$ cat config.mk
export PLATFORM = sky130hd
export DESIGN_NAME = pef_event_flags
export DESIGN_NICKNAME = d
export VERILOG_FILES = /design/src/rtl/pef_pkg.sv /design/src/rtl/pef_event_flags.sv /design/src/rtl/pef_sync.sv
export VERILOG_INCLUDE_DIRS = /design/src /design/src/rtl
export SDC_FILE = /design/constraint.sdc
export NUM_CORES = 1
export LEC_CHECK = 0
export BUFFER_PORTS_ARGS = -buffer_cell sky130_fd_sc_hd__buf_2
export CAP_MARGIN = 20
export CORE_MARGIN = 8
export CORE_UTILIZATION = 55
export CTS_BUF_LIST = sky130_fd_sc_hd__clkbuf_8
export DETAILED_ROUTE_END_ITERATION = 7
export GPL_TIMING_DRIVEN = 0
export HOLD_SLACK_MARGIN = 0.12
export PLACE_DENSITY = 0.81
export SKIP_LAST_GASP = 1
export SLEW_MARGIN = 20
export SYNTH_ARGS = -nofsm -noshare
export SYNTH_HDL_FRONTEND = slang
export SYNTH_SLANG_ARGS = --single-unit
$ cat constraint.sdc
create_clock -name mclk -period 2.4 [get_ports mclk]
set_input_delay 0.24 -clock mclk [delete_from_list [all_inputs] [get_ports mclk]]
set_output_delay 0.24 -clock mclk [all_outputs]
set_load 0.02 [all_outputs]
$ cat src/rtl/pef_defines.svh
// offsets, bit positions, reset values and edge selections of the event flag block
// Function
// - charger-state mask register at 0Eh, defaults ones
// - mask zero passes event, one suppresses it
// - pin/power mask at 0Fh, bit 0 read-only
// - charger flags at 10h, edge-set per event
// - charger flag set if unmasked, cleared by read
// - comparator event off while comparator disabled
// - charger-state flags at 11h, rising edges
// - state flag set if unmasked, cleared by read
// - pin/power flags at 12h, per-bit edge kinds
// - pin-change flags set on change, read clears
// - power-good flags set on drop, read clears
// - push-button flag set on change, read clears
// - flags reset zero; pin flag bit 0 zero
// - charger event mask at 0Dh, defaults ones
`ifndef PEF_DEFINES_SVH
`define PEF_DEFINES_SVH

`define PEF_ADDR_CHG_MASK    8'h0d
`define PEF_ADDR_STATE_MASK  8'h0e
`define PEF_ADDR_PIN_MASK    8'h0f
`define PEF_ADDR_CHG_FLAGS   8'h10
`define PEF_ADDR_STATE_FLAGS 8'h11
`define PEF_ADDR_PIN_FLAGS   8'h12

`define PEF_MASK_RESET       8'hff
`define PEF_FLAGS_RESET      8'h00
`define PEF_UNMAPPED_READ    8'h00

// bits of the pin/power mask that software may write
`define PEF_PIN_MASK_WRITABLE 8'hfe
// bits of the pin/power flag register that exist
`define PEF_PIN_FLAGS_USED    8'hfe

// flags set on both edges (others on rising edge only)
`define PEF_CHG_BOTH_EDGES    8'h0c
`define PEF_STATE_BOTH_EDGES  8'h00
`define PEF_PIN_BOTH_EDGES    8'hf2

// battery comparator flag position
`define PEF_CHG_COMP_BIT      1

// pin/power flags fed from the same clock (push-button)
`define PEF_PIN_SAME_CLOCK    8'h02
// edges after reset before synchronised levels may flag
`define PEF_PRIME_DONE        2'h3

`endif

$ cat src/rtl/pef_pkg.sv
// types of the event flag block
package pef_pkg;

    typedef struct packed {
        logic [7:0] chg_mask;
        logic [7:0] state_mask;
        logic [7:0] pin_mask;
        logic [7:0] chg_flags;
        logic [7:0] state_flags;
        logic [7:0] pin_flags;
        logic [7:0] chg_prev;
        logic [7:0] state_prev;
        logic [7:0] pin_prev;
        logic [7:0] rdata;
        logic [1:0] primed;
        logic       irq;
    } pef_state_t;

endpackage

$ cat src/rtl/pef_event_flags.sv
// event flags, masks and interrupt of the power-management device
`include "pef_defines.svh"

module pef_event_flags (
    // clock and reset
    input  wire logic       mclk,
    input  wire logic       rst_n,
    // register port from the serial interface
    input  wire logic [7:0] reg_addr,
    input  wire logic       reg_wr,
    input  wire logic [7:0] reg_wdata,
    input  wire logic       reg_rd,
    output logic      [7:0] reg_rdata,
    // battery comparator enable from charger control register
    input  wire logic       comparator_enable,
    // charger monitor levels (asynchronous)
    input  wire logic       thermistor_too_hot,
    input  wire logic       thermistor_too_cold,
    input  wire logic       input_overvoltage,
    input  wire logic       safety_timer_fault,
    input  wire logic       charging_in_progress,
    input  wire logic       charger_input_good,
    input  wire logic       battery_comparator,
    input  wire logic       thermal_regulation_active,
    // charger state machine indications (same clock)
    input  wire logic       charger_sleep_state,
    input  wire logic       charger_reset_state,
    input  wire logic       charger_idle_state,
    input  wire logic       charger_precharge_state,
    input  wire logic       charger_main_charge_state,
    input  wire logic       charger_linear_state,
    input  wire logic       charger_fault_state,
    input  wire logic       charger_suspend_state,
    // pin and power levels (asynchronous)
    input  wire logic       general_pin_0_change,
    input  wire logic       general_pin_1_change,
    input  wire logic       general_pin_2_change,
    input  wire logic       general_pin_3_change,
    input  wire logic       converter_output_not_good,
    input  wire logic       regulator_output_not_good,
    // debounced push-button (same clock)
    input  wire logic       pushbutton_status,
    // interrupt, active high
    output logic            irq
);

    pef_pkg::pef_state_t st_q;
    pef_pkg::pef_state_t st_d;

    logic [7:0] chg_raw;
    logic [7:0] chg_sync;
    logic [5:0] pin_raw;
    logic [5:0] pin_sync;
    logic [7:0] chg_now;
    logic [7:0] state_now;
    logic [7:0] pin_now;

    // edge detection: rising only, or either edge where selected
    function automatic logic [7:0] pef_edges(input logic [7:0] cur,
                                             input logic [7:0] prev,
                                             input logic [7:0] both);
        pef_edges = (cur & ~prev) | (both & ~cur & prev);
    endfunction

    // flag update: unmasked edges set, read clears, set wins over clear
    function automatic logic [7:0] pef_flag_next(input logic [7:0] flags,
                                                 input logic [7:0] set_bits,
                                                 input logic       clr);
        pef_flag_next = (clr ? `PEF_FLAGS_RESET : flags) | set_bits;
    endfunction

    assign chg_raw = {thermistor_too_hot, thermistor_too_cold, input_overvoltage,
                      safety_timer_fault, charging_in_progress, charger_input_good,
                      battery_comparator, thermal_regulation_active};

    assign pin_raw = {general_pin_3_change, general_pin_2_change,
                      general_pin_1_change, general_pin_0_change,
                      converter_output_not_good, regulator_output_not_good};

    pef_sync #(
        .WIDTH(8)
    ) u_chg_sync (
        .mclk    (mclk),
        .rst_n   (rst_n),
        .async_in(chg_raw),
        .sync_out(chg_sync)
    );

    pef_sync #(
        .WIDTH(6)
    ) u_pin_sync (
        .mclk    (mclk),
        .rst_n   (rst_n),
        .async_in(pin_raw),
        .sync_out(pin_sync)
    );

    // comparator level held low while the comparator is off
    always_comb begin
        chg_now = chg_sync;
        chg_now[`PEF_CHG_COMP_BIT] = chg_sync[`PEF_CHG_COMP_BIT] & comparator_enable;
    end

    assign state_now = {charger_sleep_state, charger_reset_state, charger_idle_state,
                        charger_precharge_state, charger_main_charge_state,
                        charger_linear_state, charger_fault_state,
                        charger_suspend_state};

    assign pin_now = {pin_sync, pushbutton_status, 1'b0};

    always_comb begin
        logic [7:0] chg_set;
        logic [7:0] state_set;
        logic [7:0] pin_set;
        logic       rd_chg;
        logic       rd_state;
        logic       rd_pin;
        chg_set   = '0;
        state_set = '0;
        pin_set   = '0;
        rd_chg    = reg_rd && (reg_addr == `PEF_ADDR_CHG_FLAGS);
        rd_state  = reg_rd && (reg_addr == `PEF_ADDR_STATE_FLAGS);
        rd_pin    = reg_rd && (reg_addr == `PEF_ADDR_PIN_FLAGS);
        st_d      = st_q;

        // priming count: synchronisers and previous levels settle first
        st_d.primed     = (st_q.primed == `PEF_PRIME_DONE) ? st_q.primed
                                                          : st_q.primed + 2'h1;
        st_d.chg_prev   = chg_now;
        st_d.state_prev = state_now;
        st_d.pin_prev   = pin_now;

        if (st_q.primed != 2'h0) begin
            chg_set   = pef_edges(chg_now, st_q.chg_prev, `PEF_CHG_BOTH_EDGES)
                        & ~st_q.chg_mask;
            state_set = pef_edges(state_now, st_q.state_prev, `PEF_STATE_BOTH_EDGES)
                        & ~st_q.state_mask;
            pin_set   = pef_edges(pin_now, st_q.pin_prev, `PEF_PIN_BOTH_EDGES)
                        & ~st_q.pin_mask & `PEF_PIN_FLAGS_USED;
        end
        // synchronised levels still show reset zeros: no false edge
        if (st_q.primed != `PEF_PRIME_DONE) begin
            chg_set = '0;
            pin_set = pin_set & `PEF_PIN_SAME_CLOCK;
        end
        // comparator event cannot set while the comparator is off
        if (!comparator_enable) begin
            chg_set[`PEF_CHG_COMP_BIT] = 1'b0;
        end

        st_d.chg_flags   = pef_flag_next(st_q.chg_flags, chg_set, rd_chg);
        st_d.state_flags = pef_flag_next(st_q.state_flags, state_set, rd_state);
        st_d.pin_flags   = pef_flag_next(st_q.pin_flags, pin_set, rd_pin)
                           & `PEF_PIN_FLAGS_USED;

        // mask writes
        if (reg_wr) begin
            unique case (reg_addr)
                `PEF_ADDR_CHG_MASK: begin
                    st_d.chg_mask = reg_wdata;
                end
                `PEF_ADDR_STATE_MASK: begin
                    st_d.state_mask = reg_wdata;
                end
                `PEF_ADDR_PIN_MASK: begin
                    st_d.pin_mask = (reg_wdata & `PEF_PIN_MASK_WRITABLE)
                                    | ~`PEF_PIN_MASK_WRITABLE;
                end
                default: begin
                end
            endcase
        end

        // read data, captured on the read strobe
        if (reg_rd) begin
            unique case (reg_addr)
                `PEF_ADDR_CHG_MASK:    st_d.rdata = st_q.chg_mask;
                `PEF_ADDR_STATE_MASK:  st_d.rdata = st_q.state_mask;
                `PEF_ADDR_PIN_MASK:    st_d.rdata = st_q.pin_mask;
                `PEF_ADDR_CHG_FLAGS:   st_d.rdata = st_q.chg_flags;
                `PEF_ADDR_STATE_FLAGS: st_d.rdata = st_q.state_flags;
                `PEF_ADDR_PIN_FLAGS:   st_d.rdata = st_q.pin_flags;
                default:               st_d.rdata = `PEF_UNMAPPED_READ;
            endcase
        end

        // interrupt from any flag still unmasked
        st_d.irq = |((st_d.chg_flags & ~st_d.chg_mask)
                     | (st_d.state_flags & ~st_d.state_mask)
                     | (st_d.pin_flags & ~st_d.pin_mask));
    end

    always_ff @(posedge mclk or negedge rst_n) begin
        if (!rst_n) begin
            st_q.chg_mask    <= `PEF_MASK_RESET;
            st_q.state_mask  <= `PEF_MASK_RESET;
            st_q.pin_mask    <= `PEF_MASK_RESET;
            st_q.chg_flags   <= `PEF_FLAGS_RESET;
            st_q.state_flags <= `PEF_FLAGS_RESET;
            st_q.pin_flags   <= `PEF_FLAGS_RESET;
            st_q.chg_prev    <= 8'h00;
            st_q.state_prev  <= 8'h00;
            st_q.pin_prev    <= 8'h00;
            st_q.rdata       <= 8'h00;
            st_q.primed      <= 2'h0;
            st_q.irq         <= 1'b0;
        end else begin
            st_q <= st_d;
        end
    end

    assign reg_rdata = st_q.rdata;
    assign irq       = st_q.irq;

endmodule

$ cat src/rtl/pef_sync.sv
// two flip-flop synchroniser for status levels from outside the clock domain
module pef_sync #(
    parameter int WIDTH = 8
) (
    // clock and reset
    input  wire logic             mclk,
    input  wire logic             rst_n,
    // levels
    input  wire logic [WIDTH-1:0] async_in,
    output logic      [WIDTH-1:0] sync_out
);

    logic [WIDTH-1:0] meta_q;
    logic [WIDTH-1:0] sync_q;

    always_ff @(posedge mclk or negedge rst_n) begin
        if (!rst_n) begin
            meta_q <= '0;
            sync_q <= '0;
        end else begin
            meta_q <= async_in;
            sync_q <= meta_q;
        end
    end

    assign sync_out = sync_q;

endmodule

Yosys cells after proc, flatten, opt, wreduce, memory -nomap -nowiden:

Cells that the tools add are included.

* register bits after elaboration: 109
* bits in latches: 0
* bits in writable memories: 0
* ROM bits: 0
* output and inout bits: 9
* memories kept: 0

* add/sub/neg operators: 1
* multipliers: 0
* divide/modulo/power cells: 0
* $lt $le $gt $ge: 0
* equal/unequal tests: 8
* shift operators: 0
* multiplexer cells: 14
* bitwise operators: 30
* reduce and logical (&&, ||, !) cells: 5

Operators with widths (count)
* 8-bit 2-to-1 mux: 11
* 8-bit AND: 10
* 8-bit NOT: 10
* 8-bit OR: 7
* 8-bit case mux with 6 select lines: 1
* 8-bit by 4-bit == test with 1-bit output, second input constant: 3
* 8-bit by 5-bit == test with 1-bit output, second input constant: 3
* 24-bit 2-to-1 mux: 1
* 4-bit by 8-bit AND with 8-bit output: 1
* 8-bit OR reduction: 1
* 4-bit NOT: 1
* 1-bit logical AND: 3
* 2-bit by 1-bit adder with 2-bit output, second input constant: 1
* 2-bit == test, second input constant: 1
* 2-bit inequality test, second input constant: 1
* 2-bit nonzero test: 1
* 1-bit AND: 1
* 1-bit 2-to-1 mux: 1

Longest topological paths before layout:

Gate-level depths: netlist of the first run.

* depth in word-level cells: 13
* depth in mapped cells: 10
* depth with buffers taken out: 8

By module:

From an unflattened synthesis of the first run, not the netlist that was laid out.

* cells, all modules: 400
* area, all modules: 4705.8 µm²

Modules (own cells, without submodules)
* pef_event_flags: instances 1, cells an instance 372, area an instance 4005.1 µm²
* pef_sync at u_chg_sync: instances 1, cells an instance 16, area an instance 400.4 µm²
* pef_sync at u_pin_sync: instances 1, cells an instance 12, area an instance 300.3 µm²

Worst setup path after synthesis of the first run:

Ideal clock, no wire load.

* path type: register to register
* from: register st_q[1] in the netlist's numbering
* to: register irq (netlist name)
* setup time: 0.140 ns
* data arrival time: 2.059 ns
* data required time: 2.260 ns
* setup slack: 0.200 ns
* stages on the path, launching flop included: 11
* cells stage by stage: dfrtp_1 -> inv_1 -> ha_1 -> clkbuf_1 -> nand2b_1 -> clkbuf_1 -> nor3_1 -> o221ai_1 -> o2111ai_1 -> nor4_1 -> nand4_1

RTL lines
* start: declaration: line pef_event_flags.sv:47 `pef_pkg::pef_state_t st_q;`
* start signal: assignment: line pef_event_flags.sv:208 `st_q <= st_d;`

==> results.toml, run 1 <==
[status]
status = "completed"

[clocking]
cts_buffers = 9
worstSkewPairLatency_ps = 370
cts_tree = "built"
cts_max_level = 3
root_buffer = "clkbuf_8"
cts_buffer_depth = 2
cts_sinks = 109
clk_pin_slew_ps = 110

[placement]
pre_cts_ws_ps = -993
gp_congestion = 0.928
hpwl_mm = 8.08
port_buffers = 51

[worst_setup_path]
cp-end-kind = "flip-flop"
path_max_fanout = 9
worst-setup-path-type = "in -> reg"
worstRegToRegCells = 9
start_kind = "input pin"
worstReg2RegStart = "st_q[1]"
r2r-end = "irq"
arrival_ps = 2530
rrSetupSlack_ps = 140
cp.required_ps = 2640

[floorplanning]
start_util_pct = 55.8
die_x_um = 107
core_area_sq_um = 8090
die_h_um = 107
io_pins = 53
row_count = 33
die_area_sq_um = 11400

[timing]
skew_ps = 12.3
period_needed_ps = 2290
slew_headroom_pct = 54.3
setup_slack_ps = 107
worstMarginPinSlew_ps = 685
hold_violations = 0
clock.fmax_ghz = 0.436
setup_tns_ps = 0
rsz0062_at_grt = "false"
fin_crit_sh_pct = 95.5
whs_ps = 129
setup_viol = 0
maxSlewViolCount = 0

[worst_hold_path]
holdCritPathClass = "in -> reg"
hold_depth = 3
hold-path-endpoint = "st_q[71]"
hp-start = "reg_wdata[4]"

[detailed_routing]
vias = 3476
drt-initial-drc-count = 265
drt-vias-per-instance = 5.96
first_pass_iters = 5
wire_per_inst_um = 20.0
wl_mm = 11.7
route.detailed.drc = 0
ant_nets = 0

[cells_and_area]
layout.nets = 519
syn_to_final_growth_pct = 21.3
diodes = 0
layout-drive-gt1-share_pct = 27.6

[power]
power_uw = 3550
p_seq_share_pct = 56.6
peakVddDrop_mv = 0.445
swShare_pct = 26.1
p_leak_uw = 0.00237
powerDensity_nw_per_um2 = 648
internal-power_uw = 2620
power_frac_clock_pct = 32.4
power.switching_uw = 926
pwr-share-comb_pct = 10.9

[synthesis]
synth_edf_count = 0
seq_area_frac_synth_pct = 61.0
yosysTopAreaCellShare_pct = 47.1
syn_area_sq_um = 4520
synth_ff_type = "dfrtp_1"
synthDistinctLibCells = 56
postSynth.asyncResetShare_pct = 100
ys_warn_count = 0
syn_nets = 428
netlist_instances = 382
avgSynthCellArea_sq_um = 11.8
yosysTopAreaCell = "dfrtp_1"
netlist_top_cells_area = "dfrtp_1 (47%), dfstp_2 (14%), mux2i_1 (2.4%), inv_1 (2.4%), mux2_2 (1.7%)"
synth_seq_cells = 109

[global_routing]
grt_pass1_wl_mm = 18.6
overflow = 0
antenna_found_initial = 0
grt_max_degree = 63
grt.total_usage_pct = 21.2
first_global_vias = 3534

[flow_run]
cap_violations = 0
-- cell families after synthesis --
group | after synthesis | synth area share (%)
adder cells (fa/ha/maj) | 2 | 0.554
AND/OR/NAND/NOR | 93 | 11.6
flip-flops | 109 | 61.0
AO/OA/AOI/OAI | 97 | 15.8
multiplexers | 18 | 4.18
buffers and inverters | 55 | 5.26
XOR/XNOR | 8 | 1.55
-- registers in the layout, summed over array words and instances (netlist names), named ones only --
name,cells
u_pin_sync.sync_out,6
u_chg_sync.sync_out,8
u_chg_sync.meta_q,8
st_q,71
reg_rdata,8
irq,1
u_pin_sync.meta_q,6
-- power by group through the flow --
stage | clock network, uW | logic [uW] | registers [uW]
2_1_floorplan | 0 | 202 | 2030
3_3_place_gp | 0 | 335 | 2040
3_5_place_dp | 0 | 348 | 2040
4_1_cts | 1160 | 382 | 2010
5_1_grt | 1240 | 429 | 2020
6_report | 1150 | 388 | 2010
-- cell usage in the layout (no fill, tap or decap), drive strengths merged, types with 4 or more instances in the layout --
| master | Yosys | final |
|---|---|---|
| mux2 | 7 | 7 |
| xnor2 | 8 | 8 |
| nand4 | 8 | 8 |
| a22o | 7 | 7 |
| a221oi | 4 | 4 |
| nor3 | 13 | 13 |
| dfrtp | 85 | 85 |
| or2 | 8 | 8 |
| a31oi | 6 | 6 |
| nand3b | 4 | 4 |
| nand3 | 6 | 6 |
| a22oi | 9 | 9 |
| nand2 | 19 | 19 |
| buf | 10 | 66 |
| clkbuf | 16 | 23 |
| o21ai | 11 | 11 |
| nor2 | 15 | 15 |
| inv | 29 | 31 |
| nor4b | 5 | 5 |
| dlygate4sd3 | 0 | 26 |
| a41oi | 4 | 4 |
| o31ai | 10 | 10 |
| mux2i | 11 | 11 |
| dfstp | 24 | 24 |
| a21oi | 14 | 14 |
| o221ai | 9 | 9 |
-- metrics by stage --
stage | utilization (%) | instances | area (sq um)
after detailed placement | 61.0 | 539 | 4940
after global placement | 60.6 | 538 | 4900
after global routing | 67.7 | 583 | 5480
after CTS | 67.2 | 580 | 5440
final | 67.7 | 583 | 5480
after floorplan | - | 382 | 4520
-- per-layer routing --
metal | track usage (%) | up-vias | routed length [um]
met1 | 27.2 | 1732 | 4890
met5 | 0 | - | 0
met4 | 9.15 | 0 | 330
met3 | 5.40 | 28 | 971
li1 | - | 1570 | -
met2 | 33.3 | 146 | 5490
-- critical path, cell delays in order --
cell and delay, ps:
buf_2 110, or3_1 350, buf_2 170, nor3_4 540, mux2i_1 220, a2111o_1 460, nor4_2 310, nand4_1 130
-- worst max path at each step --
stage / from / to / slack (ps) / cells past startpoint
global route: st_q[1] / irq / 20 / 9
finish: reg_addr[5] / irq / 110 / 8
global placement: st_q[1] / irq / -970 / 10
detailed placement: st_q[1] / irq / -990 / 10
CTS: st_q[1] / irq / 3 / 9
floorplan: st_q[1] / irq / 200 / 10
-- repair_timing --
action | 4_1_cts | 5_1_grt
hold endpoints to repair | 71 | 2
gates resized for setup | 8 | 6
endpoints found under the setup margin | 10 | 2
pin swaps | 2 | 3
hold buffers | 24 | 2
setup buffers | 2 | 2
-- area by class of cell --
class / count / area [sq um]
buffer: 24 / 134
clock buffer: 9 / 124
clock inverter: 7 / 83.8
fill: 628 / 2610
inverter: 29 / 109
multi-input combinational: 218 / 1560
sequential: 109 / 2760
tap: 105 / 131
timing repair buffer: 82 / 579
-- cells in the mapped netlist (all sizes together), types with 8 or more instances --
master and number:
o221ai 9, a21oi 14, dfrtp 85, dfstp 24, buf 10, o31ai 10, nand4 8, nand2 19
clkbuf 16, nor3 13, a22oi 9, mux2i 11, inv 29, o21ai 11, nor2 15, or2 8
xnor2 8
Power figures use the tool's default switching activity.
==> inputs of run 2 (changes only) <==
Settings changed: ABC_AREA set to 1, SKIP_CTS_REPAIR_TIMING set to 1.
==> results.toml, run 2 <==
[detailed_routing]
drt-vias-per-instance = 5.18
drt-initial-drc-count = 250
wl_mm = 10.9
first_pass_iters = 5
wire_per_inst_um = 15.3
vias = 3676
route.detailed.drc = 0
ant_nets = 0

[cells_and_area]
largest_register_ff_count = 71
largest_register = "st_q"
final_cells = 709
final_cell_mix = "nand2_1 (156), inv_1 (86), dfrtp_1 (85), buf_2 (52), nor2_1 (35)"
fillers = 668
diodes = 0
layout_commonest_cell = "nand2_1"
layout-drive-gt1-share_pct = 19.5
fin_util_pct = 67.2
syn_to_final_growth_pct = 18.6
layout.nets = 645

[clocking]
cts_tree = "built"
cts_buffers = 9
worstSkewPairLatency_ps = 370
clk_pin_slew_ps = 100
root_buffer = "clkbuf_8"
cts_buffer_depth = 2
cts_max_level = 3
cts_sinks = 109

[floorplanning]
row_count = 33
io_pins = 53
core_area_sq_um = 8220
die_h_um = 108
die_x_um = 108
die_area_sq_um = 11700
start_util_pct = 56.7

[synthesis]
netlist_instances = 511
ys_warn_count = 0
postSynth.asyncResetShare_pct = 100
synth_seq_cells = 109
yosysMostFrequentCell = "nand2_1"
yosysTopAreaCell = "dfrtp_1"
ys_top_cells_by_count = "nand2_1 (156), dfrtp_1 (85), inv_1 (85)"
seq_area_frac_synth_pct = 59.2
avgSynthCellArea_sq_um = 9.11
synthDistinctLibCells = 32
syn_area_sq_um = 4660
yosysTopAreaCellShare_pct = 45.7
netlist_top_cells_area = "dfrtp_1 (46%), dfstp_2 (14%), nand2_1 (13%), inv_1 (6.9%), nand4_1 (3.1%)"
synth_edf_count = 0
syn_nets = 557
synth_ff_type = "dfrtp_1"

[timing]
worstMarginPinSlew_ps = 703
period_needed_ps = 2200
hold_violations = 0
whs_ps = 123
fin_crit_sh_pct = 91.7
slew_headroom_pct = 53.1
skew_ps = 9.71
clock.fmax_ghz = 0.455
rsz0062_at_grt = "false"
setup_viol = 0
maxSlewViolCount = 0
setup_slack_ps = 200

[worst_setup_path]
arrival_ps = 2460
path_cells = "inv_1, ha_1, clkbuf_1, nor3_1, nand3_1, nand2_1, nand2_1, inv_1, nor2_1, nand2_1, nor2_1, nand2_1"
rrSetupSlack_ps = 200
worst_path_largest_cell_delay_ps = 560
cp.required_ps = 2660
start_kind = "flip-flop"
cp-end-kind = "flip-flop"
path_max_fanout = 10
critical_path.slowest_cell = "clkbuf_1"
cp_common_cell = "nand2_1"
worst-setup-path-type = "reg -> reg"

[global_routing]
grt_pass1_wl_mm = 17.4
first_global_vias = 3684
grt.total_usage_pct = 19.2
overflow = 0
grt_max_degree = 60
antenna_found_initial = 0

[placement]
hpwl_mm = 7.50
place_inst = 668
pre_cts_ws_ps = 289
port_buffers = 51
gp_congestion = 0.944

[flow_run]
cap_violations = 0

[power]
p_leak_uw = 0.00299
peakVddDrop_mv = 0.394
powerDensity_nw_per_um2 = 646

[worst_hold_path]
holdCritPathClass = "in -> reg"

[status]
status = "completed"
## run 2: power by group
group	leakage [uW]	total (uW)	internal, uW	switching [uW]
logic	0.00165	412	156	255
clock network	0.000105	1100	489	616
registers	0.00123	2050	1990	63.5
total	0.00299	3570	2640	935
## run 2: final timing paths
kind                       depth (start not counted)                      to            startpoint
setup reg to reg                                  12                     irq               st_q[1]
hold reg to reg                                    0  u_pin_sync.sync_out[1]  u_pin_sync.meta_q[1]
min in group asynchronous                          2    u_pin_sync.meta_q[1]                 rst_n
max in group asynchronous                          3                st_q[73]                 rst_n
hold / removal                                     3                st_q[75]          reg_wdata[0]
setup / recovery                                  12                     irq               st_q[1]
## run 2: area by class of cell
type | instances | area (sq um) | area share (%)
Sequential cell | 109 | 2760 | 49.9
Inverter | 86 | 323 | 5.84
Clock inverter | 7 | 73.8 | 1.34
Clock buffer | 9 | 124 | 2.24
Buffer | 16 | 104 | 1.88
Timing Repair Buffer | 77 | 539 | 9.76
Multi-Input combinational cell | 300 | 1470 | 26.7
Tap cell | 105 | 131 | 2.38
## run 2: kinds of logic after synthesis
logic type / Yosys count / share of synthesized area [%]
AO/OA/AOI/OAI: 37 / 4.65
XOR/XNOR: 7 / 1.32
flip-flops: 109 / 59.2
buffers and inverters: 102 / 9.16
adder cells (fa/ha/maj): 2 / 0.537
AND/OR/NAND/NOR: 254 / 25.1
## run 2: per-stage QoR
step                      setup TNS, ps  instance area, sq um  total power [uW]
final                                 0                  5530              3570
after CTS                             0                  5280              3560
after global placement            -5130                  5040              2440
after floorplan                       0                  4660              2300
after detailed placement              0                  5080              2470
after global routing                  0                  5530              3730
## run 2: per-layer routing
metal | up-vias | GRT usage [%] | wire (um)
li1 | 1764 | - | -
met1 | 1738 | 24.2 | 4620
met2 | 148 | 31.1 | 5140
met3 | 26 | 3.15 | 829
met4 | 0 | 10.1 | 286
met5 | - | 0 | 0
## run 2: worst max-delay path: cells and delay by family (launching register included)
family,cells,cell delay (ps)
fa+ha+maj,1,200
flops,1,430
simple gates,8,770
buf+inv,3,680
